### src/core/spp_pkg.sv
package spp_pkg;
  // Byte offsets on the register bus
  localparam logic [4:0] ADR_CON = 5'h00;
  localparam logic [4:0] ADR_STAT = 5'h04;
  localparam logic [4:0] ADR_BUF = 5'h08;
  localparam logic [4:0] ADR_ISTAT = 5'h0C;
  localparam logic [4:0] ADR_IMASK = 5'h10;
  // Control register fields
  localparam int B_RXM = 0;
  localparam int B_TXM = 2;
  localparam int B_DIS = 4;
  localparam int B_MST = 5;
  localparam int B_CKP = 6;
  localparam int B_FRM = 7;
  localparam int B_SMP = 8;
  localparam int B_AUD = 9;
  localparam int B_WID = 10;
  localparam int B_ON = 15;
  localparam int B_DIV = 16;
  localparam logic [31:0] CON_RST = 32'h0000_0000;
  localparam logic [31:0] CON_WMASK = 32'h00FF_8FFF;
  localparam logic [31:0] CON_LOCK = 32'h0000_0EF0;
  // Status register fields
  localparam int B_TXCNT = 0;
  localparam int B_RXCNT = 8;
  localparam int B_BUSY = 16;
  // Interrupt bits
  localparam int I_TX = 0;
  localparam int I_RX = 1;
  localparam int I_DONE = 2;
  localparam int I_OVF = 3;
  localparam logic [3:0] IRQ_RST = 4'h0;
  // Word width codes, depths and last bit index
  localparam logic [1:0] W_16 = 2'h1;
  localparam logic [1:0] W_32 = 2'h2;
  localparam logic [4:0] DEP_8 = 5'h10;
  localparam logic [4:0] DEP_16 = 5'h08;
  localparam logic [4:0] DEP_32 = 5'h04;
  localparam logic [4:0] LAST_8 = 5'h07;
  localparam logic [4:0] LAST_16 = 5'h0F;
  localparam logic [4:0] LAST_32 = 5'h1F;

  typedef enum logic [0:0] {
    SPP_IDLE = 1'b0,
    SPP_XFER = 1'b1
  } spp_state_t;

  typedef struct packed {
    logic [31:0] con;
    logic [15:0][31:0] txMem;
    logic [15:0][31:0] rxMem;
    logic [3:0] txWr, txRd, rxWr, rxRd;
    logic [4:0] txCnt, rxCnt;
    logic [3:0] iStat, iMask;
    logic irq;
    logic dWr, dRd;
    logic [4:0] dAdr;
    logic rdy;
    logic [31:0] rdata;
    spp_state_t st;
    logic [31:0] shReg;
    logic [4:0] bitCnt;
    logic rxBit;
    logic [7:0] divCnt;
    logic sckO, sckOe, fsO, fsOe, sdoO, sdiOwn;
    logic sckA, sckB, sckC, fsA, fsB, sdiA, sdiB, ssA, ssB;
  } spp_regs_t;
endpackage : spp_pkg

### src/core/spp_top.sv
// Summary of operation
// - Master-select set makes the port master, clear makes it slave.
// - Serial-in disable set ignores the data input pin and frees it.
// - Tx irq mode 11 not full, 10 half empty, 01 empty, 00 all sent.
// - Rx irq mode 11 full, 10 half full, 01 not empty, 00 empty.
// - Fifo depth is 4, 8 or 16 words for 32, 16 or 8 bit words.
// - Software selects an 8, 16 or 32 bit word width.
// - Receive and transmit words have separate fifo storage.
// - Every completed word can raise an interrupt event.
// - Audio mode forces the clock idle polarity to one.
// - The sample-late bit is unused in framed mode and should be zero.
// - Some configuration bits take writes only while the port is off.
// - The port keeps running in sleep and idle states.
// - Framed mode marks the start of each word with a sync pulse.
//
// Design decisions made here: the register offsets and the AHB-Lite register port.
module spp_top (
  input wire logic mclk,
  input wire logic arst_n,
  input wire logic hsel,
  input wire logic [31:0] haddr,
  input wire logic [1:0] htrans,
  input wire logic hwrite,
  input wire logic [2:0] hsize,
  input wire logic [31:0] hwdata,
  input wire logic hready,
  output logic hreadyout,
  output logic [31:0] hrdata,
  output logic hresp,
  input wire logic sckIn,
  output logic sckOut,
  output logic sckOe,
  input wire logic sdiIn,
  output logic sdoOut,
  input wire logic ssN,
  input wire logic fsIn,
  output logic fsOut,
  output logic fsOe,
  output logic sdiOwned,
  output logic irq
);
  spp_pkg::spp_regs_t r;
  spp_pkg::spp_regs_t n;
  logic on, mst, frm, cpol, late, sdiBit;
  logic [1:0] wid;
  logic [4:0] depth, last;
  logic txFull, txEmpty, rxFull, rxEmpty;
  logic aPh, tick, sEdge, lead, trail, done, start;

  assign on = r.con[spp_pkg::B_ON];
  assign mst = r.con[spp_pkg::B_MST];
  assign frm = r.con[spp_pkg::B_FRM];
  assign wid = r.con[spp_pkg::B_WID+:2];
  assign cpol = r.con[spp_pkg::B_CKP] | r.con[spp_pkg::B_AUD];
  assign late = r.con[spp_pkg::B_SMP] & ~frm;
  assign sdiBit = r.con[spp_pkg::B_DIS] ? 1'h0 : r.sdiB;
  assign depth = (wid == spp_pkg::W_32) ? spp_pkg::DEP_32 :
                 (wid == spp_pkg::W_16) ? spp_pkg::DEP_16 :
                 spp_pkg::DEP_8;
  assign last = (wid == spp_pkg::W_32) ? spp_pkg::LAST_32 :
                (wid == spp_pkg::W_16) ? spp_pkg::LAST_16 :
                spp_pkg::LAST_8;
  assign txFull = r.txCnt == depth;
  assign txEmpty = r.txCnt == 5'h00;
  assign rxFull = r.rxCnt == depth;
  assign rxEmpty = r.rxCnt == 5'h00;
  assign aPh = hsel & htrans[1] & hready;

  // Master edges from the divider, slave edges from the synced pin
  assign tick = (r.st == spp_pkg::SPP_XFER) && (r.divCnt == 8'h00);
  assign sEdge = (r.st == spp_pkg::SPP_XFER) && (r.sckB != r.sckC);
  assign lead = mst ? (tick && r.sckO == cpol)
                    : (sEdge && r.sckB != cpol);
  assign trail = mst ? (tick && r.sckO != cpol)
                     : (sEdge && r.sckB == cpol);
  assign done = on && trail && r.bitCnt == 5'h00;
  assign start = on && (r.st == spp_pkg::SPP_IDLE) &&
                 (mst ? !txEmpty : (frm ? r.fsB : !r.ssB));

  always_comb begin
    logic txPush, txPop, rxPush, rxPop, bitIn, txC, rxC;
    logic [31:0] rdMux, wm, stat, rxWord;
    logic [3:0] ev, clr;
    txPush = 1'h0;
    txPop = 1'h0;
    rxPush = 1'h0;
    rxPop = 1'h0;
    bitIn = late ? sdiBit : r.rxBit;
    rdMux = 32'h0000_0000;
    wm = 32'h0000_0000;
    stat = 32'h0000_0000;
    rxWord = {r.shReg[30:0], bitIn} & (32'hFFFF_FFFF >> (5'h1F - last));
    ev = 4'h0;
    clr = 4'h0;
    txC = 1'h0;
    rxC = 1'h0;
    n = r;

    // Pin synchronisers
    n.sckA = sckIn;
    n.sckB = r.sckA;
    n.sckC = r.sckB;
    n.fsA = fsIn;
    n.fsB = r.fsA;
    n.sdiA = sdiIn;
    n.sdiB = r.sdiA;
    n.ssA = ssN;
    n.ssB = r.ssA;

    // Bus address phase; reads take one wait state
    n.dWr = 1'h0;
    n.dRd = 1'h0;
    if (aPh) begin
      n.dWr = hwrite;
      n.dRd = !hwrite;
      n.dAdr = haddr[4:0];
    end
    n.rdy = !(aPh && !hwrite);

    // Bus write data phase
    if (r.dWr) begin
      unique case (r.dAdr)
        spp_pkg::ADR_CON: begin
          wm = on ? (spp_pkg::CON_WMASK & ~spp_pkg::CON_LOCK)
                  : spp_pkg::CON_WMASK;
          n.con = (r.con & ~wm) | (hwdata & wm);
        end
        spp_pkg::ADR_BUF: txPush = on && !txFull;
        spp_pkg::ADR_ISTAT: clr = hwdata[3:0];
        spp_pkg::ADR_IMASK: n.iMask = hwdata[3:0];
        default: ;
      endcase
    end

    // Bus read: data sampled in the wait cycle
    stat[spp_pkg::B_TXCNT+:5] = r.txCnt;
    stat[spp_pkg::B_RXCNT+:5] = r.rxCnt;
    stat[spp_pkg::B_BUSY] = r.st == spp_pkg::SPP_XFER;
    if (r.dRd) begin
      unique case (r.dAdr)
        spp_pkg::ADR_CON: rdMux = r.con;
        spp_pkg::ADR_STAT: rdMux = stat;
        spp_pkg::ADR_BUF: begin
          rdMux = rxEmpty ? 32'h0000_0000 : r.rxMem[r.rxRd];
          rxPop = !rxEmpty;
        end
        spp_pkg::ADR_ISTAT: rdMux = {28'h000_0000, r.iStat};
        spp_pkg::ADR_IMASK: rdMux = {28'h000_0000, r.iMask};
        default: rdMux = 32'h0000_0000;
      endcase
      n.rdata = rdMux;
    end

    // Shift engine
    unique case (r.st)
      spp_pkg::SPP_IDLE: begin
        n.sckO = cpol;
        n.fsO = 1'h0;
        if (start) begin
          n.st = spp_pkg::SPP_XFER;
          txPop = !txEmpty;
          n.shReg = txEmpty ? 32'h0000_0000
                            : r.txMem[r.txRd] << (5'h1F - last);
          n.bitCnt = last;
          n.divCnt = r.con[spp_pkg::B_DIV+:8];
          n.fsO = mst && frm;
        end
      end
      spp_pkg::SPP_XFER: begin
        if (mst) begin
          if (tick) begin
            n.divCnt = r.con[spp_pkg::B_DIV+:8];
            n.sckO = !r.sckO;
          end else begin
            n.divCnt = r.divCnt - 8'h01;
          end
        end
        if (lead && !late) begin
          n.rxBit = sdiBit;
        end
        if (trail) begin
          n.shReg = {r.shReg[30:0], bitIn};
          n.fsO = 1'h0;
          if (r.bitCnt == 5'h00) begin
            rxPush = 1'h1;
            ev[spp_pkg::I_DONE] = 1'h1;
            n.st = spp_pkg::SPP_IDLE;
          end else begin
            n.bitCnt = r.bitCnt - 5'h01;
          end
        end
        if (!mst && !frm && r.ssB) begin
          n.st = spp_pkg::SPP_IDLE;
        end
      end
    endcase
    n.sdoO = n.shReg[31];

    // Separate transmit and receive stores
    if (txPush) begin
      n.txMem[r.txWr] = hwdata;
      n.txWr = r.txWr + 4'h1;
    end
    if (txPop) begin
      n.txRd = r.txRd + 4'h1;
    end
    if (txPush && !txPop) begin
      n.txCnt = r.txCnt + 5'h01;
    end else if (txPop && !txPush) begin
      n.txCnt = r.txCnt - 5'h01;
    end
    if (rxPush && rxFull && !rxPop) begin
      ev[spp_pkg::I_OVF] = 1'h1;
    end else if (rxPush) begin
      n.rxMem[r.rxWr] = rxWord;
      n.rxWr = r.rxWr + 4'h1;
    end
    if (rxPop) begin
      n.rxRd = r.rxRd + 4'h1;
    end
    if (rxPush && !rxPop && !rxFull) begin
      n.rxCnt = r.rxCnt + 5'h01;
    end else if (rxPop && !rxPush) begin
      n.rxCnt = r.rxCnt - 5'h01;
    end

    // Fill-level interrupt conditions
    unique case (r.con[spp_pkg::B_TXM+:2])
      2'h3: txC = !txFull;
      2'h2: txC = r.txCnt <= (depth >> 1);
      2'h1: txC = txEmpty;
      2'h0: txC = txEmpty && r.st == spp_pkg::SPP_IDLE;
    endcase
    unique case (r.con[spp_pkg::B_RXM+:2])
      2'h3: rxC = rxFull;
      2'h2: rxC = r.rxCnt >= (depth >> 1);
      2'h1: rxC = !rxEmpty;
      2'h0: rxC = rxEmpty;
    endcase
    ev[spp_pkg::I_TX] = on && txC;
    ev[spp_pkg::I_RX] = on && rxC;
    n.iStat = (r.iStat & ~clr) | ev;
    n.irq = |(n.iStat & n.iMask);

    // Turning off flushes both stores and stops the engine
    if (!n.con[spp_pkg::B_ON]) begin
      n.txCnt = 5'h00;
      n.rxCnt = 5'h00;
      n.txWr = 4'h0;
      n.txRd = 4'h0;
      n.rxWr = 4'h0;
      n.rxRd = 4'h0;
      n.st = spp_pkg::SPP_IDLE;
    end
    n.sckOe = n.con[spp_pkg::B_ON] && n.con[spp_pkg::B_MST];
    n.fsOe = n.sckOe && n.con[spp_pkg::B_FRM];
    n.sdiOwn = !n.con[spp_pkg::B_DIS];
  end

  // No sleep gating: runs in low-power states
  always_ff @(posedge mclk or negedge arst_n) begin
    if (!arst_n) begin
      r <= '0;
      r.con <= spp_pkg::CON_RST;
      r.iStat <= spp_pkg::IRQ_RST;
      r.iMask <= spp_pkg::IRQ_RST;
      r.rdy <= 1'h1;
      r.st <= spp_pkg::SPP_IDLE;
    end else begin
      r <= n;
    end
  end

  assign hreadyout = r.rdy;
  assign hrdata = r.rdata;
  assign hresp = 1'h0;
  assign sckOut = r.sckO;
  assign sckOe = r.sckOe;
  assign sdoOut = r.sdoO;
  assign fsOut = r.fsO;
  assign fsOe = r.fsOe;
  assign sdiOwned = r.sdiOwn;
  assign irq = r.irq;
endmodule : spp_top

### config.mk
export PLATFORM = sky130hd
export DESIGN_NAME = spp_top
export DESIGN_NICKNAME = d
export VERILOG_FILES = /design/src/core/spp_pkg.sv /design/src/core/spp_top.sv
export SDC_FILE = /design/constraint.sdc
export NUM_CORES = 2
export LEC_CHECK = 0
export ABC_AREA = 1
export BUFFER_PORTS_ARGS = -buffer_cell sky130_fd_sc_hd__buf_2
export CORE_AREA = 2 2 323 325
export CTS_CLUSTER_SIZE = 8
export DETAILED_ROUTE_END_ITERATION = 8
export DIE_AREA = 0 0 325 327
export PLACE_DENSITY = 0.71
export SYNTH_ARGS = -nofsm -noshare
export SYNTH_HDL_FRONTEND = slang
export SYNTH_SLANG_ARGS = --single-unit
### constraint.sdc
create_clock -name mclk -period 3.2 [get_ports mclk]
set_input_delay 0.16 -clock mclk [delete_from_list [all_inputs] [get_ports mclk]]
set_output_delay 0.16 -clock mclk [all_outputs]
set_load 0.1 [all_outputs]
==> qor.csv <==
metric;value;unit
async_flop_share;100;%
synth_enable_flop_cells;0;
worstSkewPairLatency;790;ps
netlist_instances;7156;
place_ws;360;ps
path_cells;inv_1 -> ha_2 -> clkinv_1 -> nand2_1 -> a21boi_0 -> nand2_1 -> nand2_1 -> inv_1 -> nand2_1 -> inv_1 -> fa_1 -> o21ai_0 -> xor2_1 -> nor2_1 -> a21oi_1 -> a21oi_1;
tightest_slew;1220;ps
clock_sinks;1181;
timing.fmax;347;MHz
grt_usage;34.4;%
postCtsSetupBuffers;0;
p_per_area;513;nW/um^2
tns;0;ps
final_cell_mix;2,339 x nand2_1, 1,174 x dfrtp_1, 954 x o21ai_0;
cts_resized;0;
hp-class;input pin to flip-flop;
dieArea;106000;sq um
synth_seq_cells;1181;
slowest_delay;400;ps
synth_cell_types;45;
synth_fp_nets;7264;
grt_pass1_wl;286000;microns
first_global_vias;48900;
cp.arrival;3530;ps
hpwl;108000;microns
cts_tree;built;
finalWorstSetupSlack;320;ps
drive_gt1_share;7.50;%
rsz0062_at_grt;false;
fin_util;61.1;%
setup_viol;0;
cp_max_fo;6;
endpoint_kind;flip-flop;
slew_headroom;18.5;%
die_x;325;microns
areaGrowthSynthToFinish;12.2;%
cts_root_buffer;clkbuf_16;
synth_area_per_cell;7.84;sq um
path_class;flip-flop to flip-flop;
port_buffers;86;
vdd_drop_max;0.546;mV
leakage;32.7;nW
finalCriticalPeriod;2880;ps
start_util;54.5;%
drtIter0Drc;6451;
seq_area_frac_synth;52.7;%
hold_viol;0;
rows;118;
nNetsFinal;7162;
syn_area;56100;sq um
routedWlPerCell;21.6;microns
yosysWarnings;0;
antenna_found_initial;3;
required;3850;ps
routed_wl;183000;microns
fin_skew;24.3;ps
slew_viol_final;0;
die_h;327;microns
ctsLongestPathBuffers;3;
boundaryPins;119;
vias_per_cell;6.00;
drtAntennaViolNets;0;
final_cell_area;62900;sq um
status;finished clean;
start_kind;flip-flop;
overflow;0;
placed_area;58100;sq um
clk_pin_slew_worst_paths;50;ps
coreArea;103000;sq um
grt_max_degree;140;
cp_common_cell;nand2_1;
gp_congestion;0.892;
final_common_cell;nand2_1;
ys.flop_type;dfrtp_1;
maxCapViolations;0;
htreeDepth;4;
whs;33.4;ps
min_period_over_period;90.0;%
drc;0;
slowest_stage;fa_1;
via_count;50800;
firstDrtPassIters;6;
numCtsBuffers;165;
-- cells in the mapped netlist (3+ instances only) --
library cell	count	area, sq um
buf_2	117	586
o21ai_0	954	4770
clkbuf_1	402	1510
nand3b_1	5	37.5
nor2_1	531	1990
o22ai_1	47	294
a22oi_1	11	82.6
nand2_2	13	81.3
o221ai_1	40	350
a21oi_1	159	796
dfrtp_1	1180	29500
ha_1	28	350
xor2_1	13	114
a22o_1	6	52.6
inv_2	11	41.3
nand2_1	2340	8780
xnor2_1	6	52.6
clkinv_1	4	15.0
o21ai_1	3	15.0
buf_1	29	109
inv_1	234	878
o211ai_1	94	706
nor3_1	4	20.0
buf_6	9	101
nand3_1	840	4200
nand4_1	13	81.3
buf_4	36	270
o2bb2ai_1	3	26.3
-- cell families after synthesis --
kind of cell               share of synthesized area (%)
buffers and inverters                               6.26
DFF                                                 52.7
other                                            0.00669
AOI/OAI and AO/OA                                   12.8
xor gates and xnor gates                           0.297
muxes                                             0.0401
adders and majority gates                          0.696
and+or+nand+nor                                     27.2
-- state kept, by name, indices dropped and copies added, names as in the netlist, named ones only --
register,flops
hreadyout,1
sckOe,1
frm,1
irq,1
fsOut,1
fsOe,1
hrdata,32
sckOut,1
n,5
on,1
r,1130
mst,1
sdiOwned,1
-- area by class of cell --
cell class / count / area (sq um)
sequential: 1181 / 29600
timing repair buffer: 324 / 3070
multi-input combinational: 5133 / 23200
clock inverter: 11 / 123
antenna: 1 / 2.50
tap: 1380 / 1730
inverter: 249 / 947
fill: 9044 / 40000
clock buffer: 185 / 4290
-- what timing repair did --
item	CTS	global route
hold buffers	38	0
hold endpoints to repair	1012	0
setup endpoints to repair	0	0
-- metrics by stage --
| stage | power, mW | cells |
|---|---|---|
| floorplan | 16.1 | 7156 |
| global placement | 16.8 | 8229 |
| detailed placement | 16.8 | 8229 |
| CTS | 32.4 | 8463 |
| global route | 33.2 | 8463 |
| finish | 32.3 | 8464 |
-- final timing paths --
kind,startpoint,end,slack (ps),cells after the start
worst max-delay path,flip-flop,r[120],320,16
min in group asynchronous,arst_n,r[210],160,3
worst min register to register,n[0],r[0],340,0
worst max register to register,flip-flop,r[120],320,16
max in group asynchronous,arst_n,r[17],2250,4
worst min-delay path,ssN,n[0],30,2
-- critical path: cells and delay by family, from the launching register on --
kind,cells,cell delay (ps)
adders and majority gates,2,720
DFF,1,390
AOI/OAI and AO/OA,4,630
buffers and inverters,4,320
xor gates and xnor gates,1,250
and+or+nand+nor,5,450
-- power by group --
group,internal [mW],switching (mW)
sequential,15.1,0.109
clock,9.30,6.36
combinational,0.355,1.08
-- per-layer routing --
layer	wire length, microns	GRT usage (%)
met5	30	0
met4	11800	21.5
met3	15900	5.97
met2	83600	54.2
met1	71400	44.6
No activity file was read; power rests on OpenSTA's default activity.
